$ cat src/rtl/adc_seq_defs.svh
// Purpose: Register offsets, field positions, reset values and timing for the sequencer
// Assumes: 32-bit AXI4-Lite register space, one aligned word per register
// Notes:   Included by the sequencer module and the testbench
`ifndef ADC_SEQ_DEFS_SVH
`define ADC_SEQ_DEFS_SVH

// ============================================================
// Register byte offsets
`define OFS_CTRL_SECOND   8'h08
`define OFS_CTRL_THIRD    8'h0c
`define OFS_CTRL_FOURTH   8'h10
`define OFS_CTRL_FIFTH    8'h14
`define OFS_STATUS        8'h18
`define OFS_TEST          8'h1c
`define OFS_IRQ_STAT      8'h20
`define OFS_IRQ_MASK      8'h24
`define OFS_RESULT0       8'h40

// ============================================================
// Field positions
`define CTL2_JUSTIFY_BIT  7
`define CTL2_SIGNED_BIT   4
`define CTL2_HALT_BIT     6
`define CTL3_SINGLE_BIT   3
`define CTL3_FIFO_BIT     2
`define CTL5_SEQLEN_BIT   6
`define CTL5_SCAN_BIT     5
`define CTL5_MULT_BIT     4
`define CTL5_IREF_BIT     3
`define TEST_RST_BIT      7
`define STAT_SCF_BIT      7
`define STAT_BUSY_BIT     6
`define IRQ_SCF_BIT       0

// ============================================================
// Reset values and timing
`define RST_CTRL_SECOND   8'h00
`define RST_CTRL_THIRD    8'h00
`define RST_CTRL_FOURTH   8'h01
`define RST_CTRL_FIFTH    8'h00
`define SEQ_LEN_SHORT     4'h4
`define SEQ_LEN_LONG      4'h8
`define SEQ_LEN_ONE       4'h1
`define CONV_TIME_NS      2000
`define CLK_PERIOD_NS     25

`endif

$ cat src/rtl/adc_seq_pkg.sv
// Purpose: Types shared by the sequencer files
// Assumes: Nothing beyond the defines header
// Notes:   State machine enumeration only
package adc_seq_pkg;

  // ============================================================
  // Sequencer states
  typedef enum logic [1:0] {
    ST_IDLE,
    ST_CONV,
    ST_STORE
  } seq_state_e;

endpackage

$ cat src/rtl/adc_result_mem.sv
// Purpose: Result word storage with registered read data
// Assumes: Single write port, single read port, same clock
// Notes:   Contents are not reset
`timescale 1ns/1ps

module adc_result_mem #(
  parameter int DEPTH = 8,
  parameter int WIDTH = 16
) (
  // Clock
  input  wire logic                     mclk_i,
  // Write side
  input  wire logic                     wr_en_i,
  input  wire logic [$clog2(DEPTH)-1:0] wr_addr_i,
  input  wire logic [WIDTH-1:0]         wr_data_i,
  // Read side
  input  wire logic [$clog2(DEPTH)-1:0] rd_addr_i,
  output logic      [WIDTH-1:0]         rd_data_o
);

  logic [WIDTH-1:0] mem_r [DEPTH];
  logic [WIDTH-1:0] rd_nxt;

  initial begin
    if (DEPTH < 2 || WIDTH < 1) begin
      $error("adc_result_mem: unsupported parameters");
    end
  end

  // ============================================================
  // Read and write
  always_comb begin
    rd_nxt = mem_r[rd_addr_i];
  end

  always_ff @(posedge mclk_i) begin
    if (wr_en_i) begin
      mem_r[wr_addr_i] <= wr_data_i;
    end
    rd_data_o <= rd_nxt;
  end

endmodule

$ cat src/rtl/adc_sequence_control.sv
// Purpose: Conversion sequence controller of a APPROXIMATION_VALUE converter with AXI4-Lite registers
// Assumes: Analog comparator answers on comp_i, synchronous to mclk_i
// Notes:   One conversion takes RES_BITS x (CONV_CYC/RES_BITS + 1) + 1 = 91 clocks; 10-bit results
// How it works
// - Channel select bits pick the first channel of a multi-channel sequence, unmasked.
// - Internal-reference bit converts internal references instead of external channels.
// - Writing fourth control register aborts any sequence and starts a new one.
// - Writing second or third control register never aborts a running sequence.
// - Writing fifth control register aborts, clears the complete flag and starts a new sequence.
// - In scan mode the complete flag sets after every sequence.
// - Reading the test register returns the present approximation value.
// - Test register reset bit is writable and resets converter logic.
// - Second control holds justify bit, reset gives legacy alignment; signed option exists.
// - Third control holds FIFO and single-conversion bits, legacy reset values.
// - Sequence length bit selects four or eight; single-conversion bit overrides it.
//
// The AXI4-Lite register port and the register offsets were chosen for this implementation.
`timescale 1ns/1ps

`include "adc_seq_defs.svh"

module adc_sequence_control
  import adc_seq_pkg::*;
#(
  parameter int RES_BITS = 10,
  parameter int NUM_CH   = 8
) (
  // Clock and reset
  input  wire logic                      mclk_i,
  input  wire logic                      rst_n_i,
  // AXI4-Lite write
  input  wire logic [7:0]                s_axi_awaddr,
  input  wire logic                      s_axi_awvalid,
  output logic                           s_axi_awready,
  input  wire logic [31:0]               s_axi_wdata,
  input  wire logic [3:0]                s_axi_wstrb,
  input  wire logic                      s_axi_wvalid,
  output logic                           s_axi_wready,
  output logic      [1:0]                s_axi_bresp,
  output logic                           s_axi_bvalid,
  input  wire logic                      s_axi_bready,
  // AXI4-Lite read
  input  wire logic [7:0]                s_axi_araddr,
  input  wire logic                      s_axi_arvalid,
  output logic                           s_axi_arready,
  output logic      [31:0]               s_axi_rdata,
  output logic      [1:0]                s_axi_rresp,
  output logic                           s_axi_rvalid,
  input  wire logic                      s_axi_rready,
  // Analog front end
  input  wire logic                      comp_i,
  output logic      [$clog2(NUM_CH)-1:0] mux_ch_o,
  output logic                           mux_iref_o,
  output logic      [RES_BITS-1:0]       dac_o,
  output logic                           halt_in_wait_o,
  // Interrupt
  output logic                           irq_o
);

  localparam int CH_W     = $clog2(NUM_CH);
  localparam int CONV_CYC = (`CONV_TIME_NS + `CLK_PERIOD_NS - 1) / `CLK_PERIOD_NS;
  localparam int CNT_W    = $clog2(CONV_CYC + 1);

  initial begin
    if (RES_BITS < 2 || RES_BITS > 16 || NUM_CH != 8) begin
      $error("adc_sequence_control: unsupported parameters");
    end
  end

  // ============================================================
  // Register state
  logic [7:0]          ctrl2_r, ctrl2_nxt;
  logic [7:0]          ctrl3_r, ctrl3_nxt;
  logic [7:0]          ctrl4_r, ctrl4_nxt;
  logic [7:0]          ctrl5_r, ctrl5_nxt;
  logic                scf_r, scf_nxt;
  logic                irq_stat_r, irq_stat_nxt;
  logic                irq_mask_r, irq_mask_nxt;
  logic                aw_held_r, aw_held_nxt;
  logic [7:0]          awaddr_r, awaddr_nxt;
  logic                w_held_r, w_held_nxt;
  logic [31:0]         wdata_r, wdata_nxt;
  logic                bvalid_r, bvalid_nxt;
  logic [1:0]          bresp_r, bresp_nxt;
  logic                rpend_r, rpend_nxt;
  logic [7:0]          raddr_r, raddr_nxt;
  logic                rvalid_r, rvalid_nxt;
  logic [31:0]         rdata_r, rdata_nxt;
  logic                wr_fire, wr_ok;
  logic                start_seq, abort_all;
  logic                seq_done;

  // ============================================================
  // Sequencer state
  seq_state_e          st_r, st_nxt;
  logic [CNT_W-1:0]    cnt_r, cnt_nxt;
  logic [RES_BITS-1:0] sar_r, sar_nxt;
  logic [RES_BITS-1:0] bit_r, bit_nxt;
  logic [3:0]          conv_idx_r, conv_idx_nxt;
  logic [2:0]          fifo_ptr_r, fifo_ptr_nxt;
  logic [3:0]          seq_len;
  logic [2:0]          slot;
  logic [15:0]         result_fmt;
  logic [15:0]         mem_rd;

  // ============================================================
  // AXI4-Lite write path
  always_comb begin
    aw_held_nxt = aw_held_r;
    awaddr_nxt  = awaddr_r;
    w_held_nxt  = w_held_r;
    wdata_nxt   = wdata_r;
    bvalid_nxt  = bvalid_r;
    bresp_nxt   = bresp_r;
    if (s_axi_awvalid && !aw_held_r) begin
      aw_held_nxt = 1'b1;
      awaddr_nxt  = s_axi_awaddr;
    end
    if (s_axi_wvalid && !w_held_r) begin
      w_held_nxt = 1'b1;
      wdata_nxt  = s_axi_wdata;
    end
    if (wr_fire) begin
      aw_held_nxt = 1'b0;
      w_held_nxt  = 1'b0;
      bvalid_nxt  = 1'b1;
      bresp_nxt   = wr_ok ? 2'h0 : 2'h2;
    end else if (bvalid_r && s_axi_bready) begin
      bvalid_nxt = 1'b0;
    end
  end

  assign wr_fire       = aw_held_r && w_held_r && !bvalid_r;
  assign s_axi_awready = !aw_held_r;
  assign s_axi_wready  = !w_held_r;
  assign s_axi_bvalid  = bvalid_r;
  assign s_axi_bresp   = bresp_r;
  assign wr_ok = (awaddr_r == `OFS_CTRL_SECOND) || (awaddr_r == `OFS_CTRL_THIRD) ||
                 (awaddr_r == `OFS_CTRL_FOURTH) || (awaddr_r == `OFS_CTRL_FIFTH) ||
                 (awaddr_r == `OFS_TEST) || (awaddr_r == `OFS_IRQ_STAT) ||
                 (awaddr_r == `OFS_IRQ_MASK);

  // Sequence restart and converter reset
  assign start_seq = wr_fire &&
                     ((awaddr_r == `OFS_CTRL_FOURTH) ||
                      (awaddr_r == `OFS_CTRL_FIFTH));
  assign abort_all = wr_fire && (awaddr_r == `OFS_TEST) &&
                     wdata_r[`TEST_RST_BIT];

  // ============================================================
  // Control, status and interrupt registers
  always_comb begin
    ctrl2_nxt    = ctrl2_r;
    ctrl3_nxt    = ctrl3_r;
    ctrl4_nxt    = ctrl4_r;
    ctrl5_nxt    = ctrl5_r;
    scf_nxt      = scf_r;
    irq_stat_nxt = irq_stat_r;
    irq_mask_nxt = irq_mask_r;
    if (wr_fire && s_axi_wstrb[0]) begin
      unique case (awaddr_r)
        `OFS_CTRL_SECOND: ctrl2_nxt = wdata_r[7:0];
        `OFS_CTRL_THIRD:  ctrl3_nxt = wdata_r[7:0];
        `OFS_CTRL_FOURTH: ctrl4_nxt = wdata_r[7:0];
        `OFS_CTRL_FIFTH: begin
          ctrl5_nxt = wdata_r[7:0];
          scf_nxt   = 1'b0;
        end
        `OFS_IRQ_STAT:    irq_stat_nxt = irq_stat_r & ~wdata_r[`IRQ_SCF_BIT];
        `OFS_IRQ_MASK:    irq_mask_nxt = wdata_r[`IRQ_SCF_BIT];
        default: ;
      endcase
    end
    if (abort_all) begin
      scf_nxt = 1'b0;
    end
    if (seq_done) begin
      scf_nxt      = 1'b1;
      irq_stat_nxt = 1'b1;
    end
  end

  assign irq_o          = irq_stat_r & irq_mask_r;
  assign halt_in_wait_o = ctrl2_r[`CTL2_HALT_BIT];

  // ============================================================
  // Sequence length and result slot
  always_comb begin
    seq_len = ctrl5_r[`CTL5_SEQLEN_BIT] ? `SEQ_LEN_LONG : `SEQ_LEN_SHORT;
    if (ctrl3_r[`CTL3_SINGLE_BIT]) begin
      seq_len = `SEQ_LEN_ONE;
    end
    slot = ctrl3_r[`CTL3_FIFO_BIT] ? fifo_ptr_r : conv_idx_r[2:0];
  end

  // Justification and signed formatting
  always_comb begin
    logic [RES_BITS-1:0] v;
    v = sar_r;
    if (ctrl2_r[`CTL2_SIGNED_BIT]) begin
      v[RES_BITS-1] = ~sar_r[RES_BITS-1];
    end
    if (ctrl2_r[`CTL2_JUSTIFY_BIT]) begin
      result_fmt = 16'(v);
      if (ctrl2_r[`CTL2_SIGNED_BIT]) begin
        result_fmt = 16'($signed(v));
      end
    end else begin
      result_fmt = {v, {(16 - RES_BITS){1'b0}}};
    end
  end

  // ============================================================
  // Successive approximation sequencer
  always_comb begin
    st_nxt       = st_r;
    cnt_nxt      = cnt_r;
    sar_nxt      = sar_r;
    bit_nxt      = bit_r;
    conv_idx_nxt = conv_idx_r;
    fifo_ptr_nxt = fifo_ptr_r;
    seq_done     = 1'b0;
    unique case (st_r)
      ST_IDLE: ;
      ST_CONV: begin
        if (cnt_r != CNT_W'(0)) begin
          cnt_nxt = cnt_r - CNT_W'(1);
        end else begin
          if (!comp_i) begin
            sar_nxt = sar_r & ~bit_r;
          end
          bit_nxt = bit_r >> 1;
          if (bit_r[0]) begin
            st_nxt = ST_STORE;
          end else begin
            sar_nxt = (comp_i ? sar_r : sar_r & ~bit_r) | (bit_r >> 1);
            cnt_nxt = CNT_W'(CONV_CYC / RES_BITS);
          end
        end
      end
      ST_STORE: begin
        fifo_ptr_nxt = fifo_ptr_r + 3'h1;
        conv_idx_nxt = conv_idx_r + 4'h1;
        bit_nxt      = {1'b1, {(RES_BITS - 1){1'b0}}};
        sar_nxt      = {1'b1, {(RES_BITS - 1){1'b0}}};
        cnt_nxt      = CNT_W'(CONV_CYC / RES_BITS);
        st_nxt       = ST_CONV;
        if (conv_idx_r + 4'h1 == seq_len) begin
          seq_done     = 1'b1;
          conv_idx_nxt = 4'h0;
          if (!ctrl5_r[`CTL5_SCAN_BIT]) begin
            st_nxt = ST_IDLE;
          end
        end
      end
      default: st_nxt = ST_IDLE;
    endcase
    if (start_seq || abort_all) begin
      conv_idx_nxt = 4'h0;
      fifo_ptr_nxt = abort_all ? 3'h0 : fifo_ptr_nxt;
      bit_nxt      = {1'b1, {(RES_BITS - 1){1'b0}}};
      sar_nxt      = abort_all ? '0 : {1'b1, {(RES_BITS - 1){1'b0}}};
      cnt_nxt      = CNT_W'(CONV_CYC / RES_BITS);
      st_nxt       = abort_all ? ST_IDLE : ST_CONV;
    end
  end

  // Channel on the multiplexer
  always_comb begin
    mux_ch_o = CH_W'(ctrl5_r[2:0]);
    if (ctrl5_r[`CTL5_MULT_BIT]) begin
      mux_ch_o = CH_W'(ctrl5_r[2:0] + conv_idx_r[2:0]);
    end
    mux_iref_o = ctrl5_r[`CTL5_IREF_BIT];
    dac_o      = sar_r;
  end

  adc_result_mem #(
    .DEPTH (8),
    .WIDTH (16)
  ) u_mem (
    .mclk_i    (mclk_i),
    .wr_en_i   (st_r == ST_STORE),
    .wr_addr_i (slot),
    .wr_data_i (result_fmt),
    .rd_addr_i (s_axi_araddr[4:2]),
    .rd_data_o (mem_rd)
  );

  // ============================================================
  // AXI4-Lite read path
  always_comb begin
    rpend_nxt  = rpend_r;
    raddr_nxt  = raddr_r;
    rvalid_nxt = rvalid_r;
    rdata_nxt  = rdata_r;
    if (s_axi_arvalid && s_axi_arready) begin
      rpend_nxt = 1'b1;
      raddr_nxt = s_axi_araddr;
    end
    if (rpend_r) begin
      rpend_nxt  = 1'b0;
      rvalid_nxt = 1'b1;
      rdata_nxt  = 32'h0;
      unique case (raddr_r)
        `OFS_CTRL_SECOND: rdata_nxt[7:0] = ctrl2_r;
        `OFS_CTRL_THIRD:  rdata_nxt[7:0] = ctrl3_r;
        `OFS_CTRL_FOURTH: rdata_nxt[7:0] = ctrl4_r;
        `OFS_CTRL_FIFTH:  rdata_nxt[7:0] = ctrl5_r;
        `OFS_STATUS: begin
          rdata_nxt[`STAT_SCF_BIT]  = scf_r;
          rdata_nxt[`STAT_BUSY_BIT] = (st_r != ST_IDLE);
        end
        `OFS_TEST:        rdata_nxt = 32'(sar_r);
        `OFS_IRQ_STAT:    rdata_nxt[`IRQ_SCF_BIT] = irq_stat_r;
        `OFS_IRQ_MASK:    rdata_nxt[`IRQ_SCF_BIT] = irq_mask_r;
        default: begin
          if (raddr_r[7:5] == 3'(`OFS_RESULT0 >> 5)) begin
            rdata_nxt = 32'(mem_rd);
          end
        end
      endcase
    end else if (rvalid_r && s_axi_rready) begin
      rvalid_nxt = 1'b0;
    end
  end

  assign s_axi_arready = !rpend_r && !rvalid_r;
  assign s_axi_rvalid  = rvalid_r;
  assign s_axi_rdata   = rdata_r;
  assign s_axi_rresp   = 2'h0;

  // ============================================================
  // Registers
  always_ff @(posedge mclk_i or negedge rst_n_i) begin
    if (!rst_n_i) begin
      ctrl2_r    <= `RST_CTRL_SECOND;
      ctrl3_r    <= `RST_CTRL_THIRD;
      ctrl4_r    <= `RST_CTRL_FOURTH;
      ctrl5_r    <= `RST_CTRL_FIFTH;
      scf_r      <= 1'b0;
      irq_stat_r <= 1'b0;
      irq_mask_r <= 1'b0;
      aw_held_r  <= 1'b0;
      awaddr_r   <= 8'h0;
      w_held_r   <= 1'b0;
      wdata_r    <= 32'h0;
      bvalid_r   <= 1'b0;
      bresp_r    <= 2'h0;
      rpend_r    <= 1'b0;
      raddr_r    <= 8'h0;
      rvalid_r   <= 1'b0;
      rdata_r    <= 32'h0;
      st_r       <= ST_IDLE;
      cnt_r      <= '0;
      sar_r      <= '0;
      bit_r      <= '0;
      conv_idx_r <= 4'h0;
      fifo_ptr_r <= 3'h0;
    end else begin
      ctrl2_r    <= ctrl2_nxt;
      ctrl3_r    <= ctrl3_nxt;
      ctrl4_r    <= ctrl4_nxt;
      ctrl5_r    <= ctrl5_nxt;
      scf_r      <= scf_nxt;
      irq_stat_r <= irq_stat_nxt;
      irq_mask_r <= irq_mask_nxt;
      aw_held_r  <= aw_held_nxt;
      awaddr_r   <= awaddr_nxt;
      w_held_r   <= w_held_nxt;
      wdata_r    <= wdata_nxt;
      bvalid_r   <= bvalid_nxt;
      bresp_r    <= bresp_nxt;
      rpend_r    <= rpend_nxt;
      raddr_r    <= raddr_nxt;
      rvalid_r   <= rvalid_nxt;
      rdata_r    <= rdata_nxt;
      st_r       <= st_nxt;
      cnt_r      <= cnt_nxt;
      sar_r      <= sar_nxt;
      bit_r      <= bit_nxt;
      conv_idx_r <= conv_idx_nxt;
      fifo_ptr_r <= fifo_ptr_nxt;
    end
  end

endmodule

$ cat config.mk
export PLATFORM = sky130hd
export DESIGN_NAME = adc_sequence_control
export DESIGN_NICKNAME = d
export VERILOG_FILES = /design/src/rtl/adc_seq_pkg.sv /design/src/rtl/adc_result_mem.sv /design/src/rtl/adc_sequence_control.sv
export VERILOG_INCLUDE_DIRS = /design/src /design/src/rtl
export SDC_FILE = /design/constraint.sdc
export NUM_CORES = 1
export LEC_CHECK = 0
export BUFFER_PORTS_ARGS = -buffer_cell sky130_fd_sc_hd__buf_2
export CAP_MARGIN = 20
export CELL_PAD_IN_SITES_DETAIL_PLACEMENT = 1
export CELL_PAD_IN_SITES_GLOBAL_PLACEMENT = 2
export CORE_MARGIN = 4
export CORE_UTILIZATION = 42
export CTS_CLUSTER_DIAMETER = 60
export DETAILED_ROUTE_END_ITERATION = 16
export HOLD_SLACK_MARGIN = 0.15
export PLACE_DENSITY = 0.8
export SLEW_MARGIN = 30
export SYNTH_ARGS = -nofsm -noshare
export SYNTH_HDL_FRONTEND = slang
export SYNTH_HIERARCHICAL = 1
export SYNTH_SLANG_ARGS = --single-unit
$ cat constraint.sdc
create_clock -name mclk_i -period 3.54 [get_ports mclk_i]
set_input_delay 0.177 -clock mclk_i [delete_from_list [all_inputs] [get_ports mclk_i]]
set_output_delay 0.177 -clock mclk_i [all_outputs]
set_load 0.005 [all_outputs]
== Yosys cells after proc, flatten, opt, wreduce, memory -nomap -nowiden ==
Memory sizes are Yosys's and may differ from the RTL's. A register that Yosys moved wholly into a read port is not among the register bits.
Index checks and enable logic that the tools add are counted.
Storage, ports and cells
  bits in registers: 134
  word-level logic and storage cells: 169
  input port bits: 60
  RAM bits: 128
  memories: 1
  output and inout bits: 57
Memories
  u_mem.mem_r: words 8, bits a word 16, read ports 1, clocked after memory_dff 1, write ports 1, RTL line adc_result_mem.sv:21  | logic [WIDTH-1:0] mem_r [DEPTH];
Operators by class
  reductions and logical operators: 51
  bitwise logic cells: 7
  multiplexer cells: 60
  $add $sub $neg: 4
  equality and inequality tests: 23
Operator list (number)
  2-to-1 mux 10 bit: 7
  equality test 8 x 5 -> 1 bit, second input constant: 7
  2-to-1 mux 16 bit: 3
  one-hot mux 24 bit (2 select lines): 1
  one-hot mux 10 bit (2 select lines): 2
  equality test 8 x 4 -> 1 bit, second input constant: 4
  equality test 8 x 6 -> 1 bit, second input constant: 4
  one-hot mux 5 bit (6 select lines): 1
  2-to-1 mux 1 bit: 25
  2-to-1 mux 7 bit: 3
  2-to-1 mux 4 bit: 5
  AND reduction 2 bit: 9
  nonzero test 2 bit: 8
  2-to-1 mux 3 bit: 5
  one-hot mux 2 bit (7 select lines): 1
  one-hot mux 7 bit (2 select lines): 1
  logical AND 1 bit: 12
  bitwise AND 10 bit: 1
  inverter 10 bit: 1
  OR 10 x 9 -> 10 bit: 1
  nonzero test 3 bit: 3
  logical OR 1 bit: 8
  2-to-1 mux 2 bit: 4
  one-hot mux 1 bit (8 select lines): 1
  other kinds (21): 28

== Longest topological paths before layout ==
  depth in word-level cells: 8
  depth in mapped cells: 8
  mapped depth without buffers: 7

== By module ==
Netlist, hierarchy kept.
By module, submodules not included
  adc_sequence_control: sequential area each 2929.1 sq um, cells each 543, times used 1, area each 5943.2 sq um
  adc_result_mem: sequential area each 4164.0 sq um, cells each 214, times used 1, area each 5293.8 sq um

== Worst setup path after synthesis ==
No wires, ideal clock.
  path type: flip-flop to flip-flop
  from: register st_r[0]
  to: memory u_mem.mem_r[0][0] (enable)
  buffers on the path: 2
  period minus slack after synthesis: 2.666 ns
  data arrival time: 2.257 ns
  setup slack: 0.874 ns
  setup time: 0.409 ns
  stages on the path, launching flop included: 7
  required time: 3.131 ns
  path through: dfrtp_1 nand2b_1 buf_4 inv_1 buf_2 nand2b_1 nor3_1
Between the ends
  longest elaborated chain between the ends: 3
RTL lines
  from (decl): RTL line adc_sequence_control.sv:95  | seq_state_e st_r, st_nxt;
  from (signal assigned): RTL line adc_sequence_control.sv:378  | st_r <= st_nxt;
  equality test 2 bit: RTL line adc_sequence_control.sv:283  | .wr_en_i (st_r == ST_STORE),
  2-to-1 mux 1 bit: RTL line adc_result_mem.sv:37  | if (wr_en_i) begin
  2-to-1 mux 1 bit (not written as such): RTL line adc_result_mem.sv:38  | mem_r[wr_addr_i] <= wr_data_i;
  to (decl): RTL line adc_result_mem.sv:21
Every way passes these cells.

== Final worst setup path ==
  from: register conv_idx_r[0]
  to: output port mux_ch_o[2]
Between the ends
  longest elaborated chain between the ends: 2
RTL lines
  from (decl): RTL line adc_sequence_control.sv:99  | logic [3:0] conv_idx_r, conv_idx_nxt;
  from (signal assigned): RTL line adc_sequence_control.sv:382  | conv_idx_r <= conv_idx_nxt;
  adder 3 bit: RTL line adc_sequence_control.sv:272  | mux_ch_o = CH_W'(ctrl5_r[2:0] + conv_idx_r[2:0]);
  2-to-1 mux 3 bit: RTL line adc_sequence_control.sv:271  | if (ctrl5_r[`CTL5_MULT_BIT]) begin
  to (decl): RTL line adc_sequence_control.sv:52  | output logic [$clog2(NUM_CH)-1:0] mux_ch_o,
Every way passes these cells.

==> summary.txt <==
Setup path
  • Worst setup SP type: flip-flop
  • Reg2Reg Setup Slack: 1.23 ns
  • Worst-path cell chain: ha_1 > inv_1 > fa_1 > xnor2_1 > nand2_1 > xnor2_1 > buf_2
  • Setup Crit Path Kind: flip-flop to output port
  • Critical Path AT: 2.40 ns
  • Top Family by Delay on Critical Path: adder cells
  • Reg2reg end: s_axi_rdata[2]
  • Buf/Inv on CP: 2
  • Critical Path Fanout Max: 9
  • CP Depth: 7
  • R2R cell count: 4
  • CP max stage delay: 0.50 ns
  • Reg2Reg Launch Point: raddr_r[3]
  • Crit end category: output port
  • Crit path top cell by count: xnor2_1
  • CP Capture Point: mux_ch_o[2]
  • Worst Setup SP: conv_idx_r[0]
  • Worst path slowest cell: dfrtp_1
  • Worst EP required: 3.36 ns

Power
  • Max IR drop VDD: 0.000284 V
  • P_leak: 0.00534 uW
  • Power density cells: 616 nW/um^2
  • Total power: 8060 uW

Floorplanning
  • Initial core utilization: 0.429
  • Die height: 172 um
  • # IOs: 117
  • Die Footprint: 29,400 um^2
  • FP Rows: 59
  • Die W: 172 um
  • Core area: 26,200 um^2

Route
  • Routed Antenna Nets: 0
  • Router iterations before antenna repair: 6
  • Vias per std cell: 5.53
  • Total wire length: 27.3 mm
  • Vias: 6,725
  • Drt wl/cell: 22.4 um
  • DRC viols: 0
  • DRT iter0 DRCs: 495

Clock tree
  • Clk_lat worst skew: 0.53 ns
  • Resize count post-CTS: 0
  • Clock Tree Root: clkbuf_16
  • Cts bufs inserted: 27
  • Htree depth: 1
  • TritonCTS sink count: 261
  • CTS tree: done
  • Clk buf depth: 3
  • Worst-path clk slew: 0.06 ns
  • Post-CTS Repair Setup Buffers: 0

Timing
  • Fmax: 389 MHz
  • Layout Skew: 0.0136 ns
  • Worst-Margin Slew: 0.962 ns
  • # setup viols final: 0
  • Fin. Hold Viols: 0
  • Tcrit/Tclk final: 0.727
  • Slew headroom: 0.352
  • Slew Viols, Final: 0
  • Post-route setup TNS: 0 ns
  • Tmin final: 2.57 ns
  • RSZ-0062 raised after global routing: no

Worst hold path
  • Worst hold path class: input port to async pin

Final layout
  • Layout Cells excl Fill: 1,215
  • Layout cells sized above 1: 0.277
  • Area Growth Syn to Fin: 16.3%
  • Nets: 926
  • Ant diodes: 0
  • Final instance area: 13,100 um^2
  • Most common cell after layout, fill and taps aside: edfxtp_1
  • Most frequent cells in the layout: edfxtp_1, dfrtp_1, mux2_2

Placed design
  • Routability cong.: 0.839
  • Cell count after placement: 1,137
  • Placed cell area: 11,900 um^2
  • Buffers added on ports: 70
  • DP HPWL: 17.4 mm

Global routing
  • Total track usage: 0.188
  • First-pass GRT wire length: 42.7 mm
  • Pin count of the biggest net entering global routing: 75
  • Vias in the first global route: 7,312
  • Initial antenna violation count: 0
  • GRT overflow: 0

Synth
  • Flops & latches, synth: 261
  • Mapped cell area: 11,200 um^2
  • Primary FF master, synth: edfxtp_1
  • Share of the synthesized area in the top cell type: 0.342
  • Post-Synthesis Cells: 757
  • Cell taking the most area after synthesis: edfxtp_1
  • Part of the Yosys area used for sequential elements: 0.631
  • Cell variety after synth: 78
  • Syn Area/Cell: 14.8 um^2
  • Yosys warns: 6
  • Ranking of synthesized cells by area: edfxtp_1, dfrtp_1, mux2_2
  • Ys async rst share: 0.448
  • Post-synth EDFFs: 128

Flow run
  • Max-Cap Viols: 0

Run status
  • Run status: finished clean
[metrics by stage]
step / util / hold WS (ns) / setup slack [ns]
final: 0.499 / 0.186 / 0.966
after global routing: 0.499 / 0.246 / 0.848
after CTS: 0.499 / 0.191 / 0.955
after detailed placement: 0.453 / 0.216 / 1.21
after global placement: 0.453 / 0.207 / 1.29
after floorplan: - / -0.119 / 0.874
[final cells by class]
cell class	count	area, um^2
Clock buffer	37	733
Clock inverter	13	196
Fill cell	2573	13100
Inverter	33	124
Multi-Input combinational cell	424	3750
Sequential cell	261	7090
Tap cell	335	419
Timing Repair Buffer	112	753
[cells by family (layout without fill, tap and decap cells)]
family | count (synthesis) | in the layout | share of synthesized area
and+or+nand+nor | 157 | 157 | 0.0772
adders and majority gates | 7 | 7 | 0.00846
other | 1 | 19 | 0.000334
buffers and inverters | 90 | 195 | 0.0420
xor gates and xnor gates | 6 | 6 | 0.00468
muxes | 122 | 122 | 0.164
DFF | 261 | 261 | 0.631
AOI/OAI and AO/OA | 113 | 113 | 0.0719
[cell usage after synthesis, drive strengths merged (3+ instances only)]
master and n:
nor3b 9, xnor2 4, ha 6, dfrtp 116
and3 4, edfxtp 128, o21ai 25, and2 10
o311a 3, nand2b 14, a32oi 4, buf 39
mux4 33, a22o 18, nor2 32, dfxtp 16
a211oi 3, nor2b 5, nor3 5, nand3 16
inv 33, clkbuf 18, nand3b 3, nand4 6
nand2 39, a22oi 3, nor4 3, mux2i 4
mux2 85, a21oi 24, o2bb2ai 5, a31oi 8
[per-layer routing]
| layer | up-vias | track usage | wire, um |
|---|---|---|---|
| met1 | 3481 | 0.260 | 11900 |
| met5 | - | 0 | 0 |
| met2 | 185 | 0.316 | 13300 |
| met4 | 0 | 0.0465 | 584 |
| met3 | 40 | 0.0308 | 1480 |
| li1 | 3019 | - | - |
[where the power goes]
group	leakage (uW)	total, uW	internal (uW)	switching (uW)
Combinational	0.00198	1150	543	602
Sequential	0.00291	3940	3510	436
Clock	0.000455	2970	1810	1160
Total	0.00534	8060	5860	2190
[sequential cells by signal (all words and copies together), names as in the netlist, 2 cells and up]
| register | flops |
|---|---|
| fifo_ptr_r | 3 |
| s_axi_rdata | 16 |
| st_r | 2 |
| ctrl2_r | 8 |
| awaddr_r | 8 |
| cnt_r | 7 |
| wdata_r | 8 |
| u_mem/rd_data_o | 16 |
| ctrl4_r | 8 |
| ctrl3_r | 8 |
| bit_r | 10 |
| raddr_r | 8 |
| conv_idx_r | 4 |
| dac_o | 10 |
| u_mem/mem_r | 128 |
| ctrl5_r | 8 |
[repair_timing]
item	4_1_cts	5_1_grt
hold buffers	28	0
endpoints found under the setup margin	0	0
hold endpoints to repair	72	0
[worst min path at each step]
stage	depth (start not counted)	end
floorplan	0	aw_held_r
global placement	1	raddr_r[5]
detailed placement	1	raddr_r[5]
CTS	2	raddr_r[5]
global route	2	raddr_r[5]
finish	2	raddr_r[5]
Note: power is estimated with default switching activity, not from simulation.
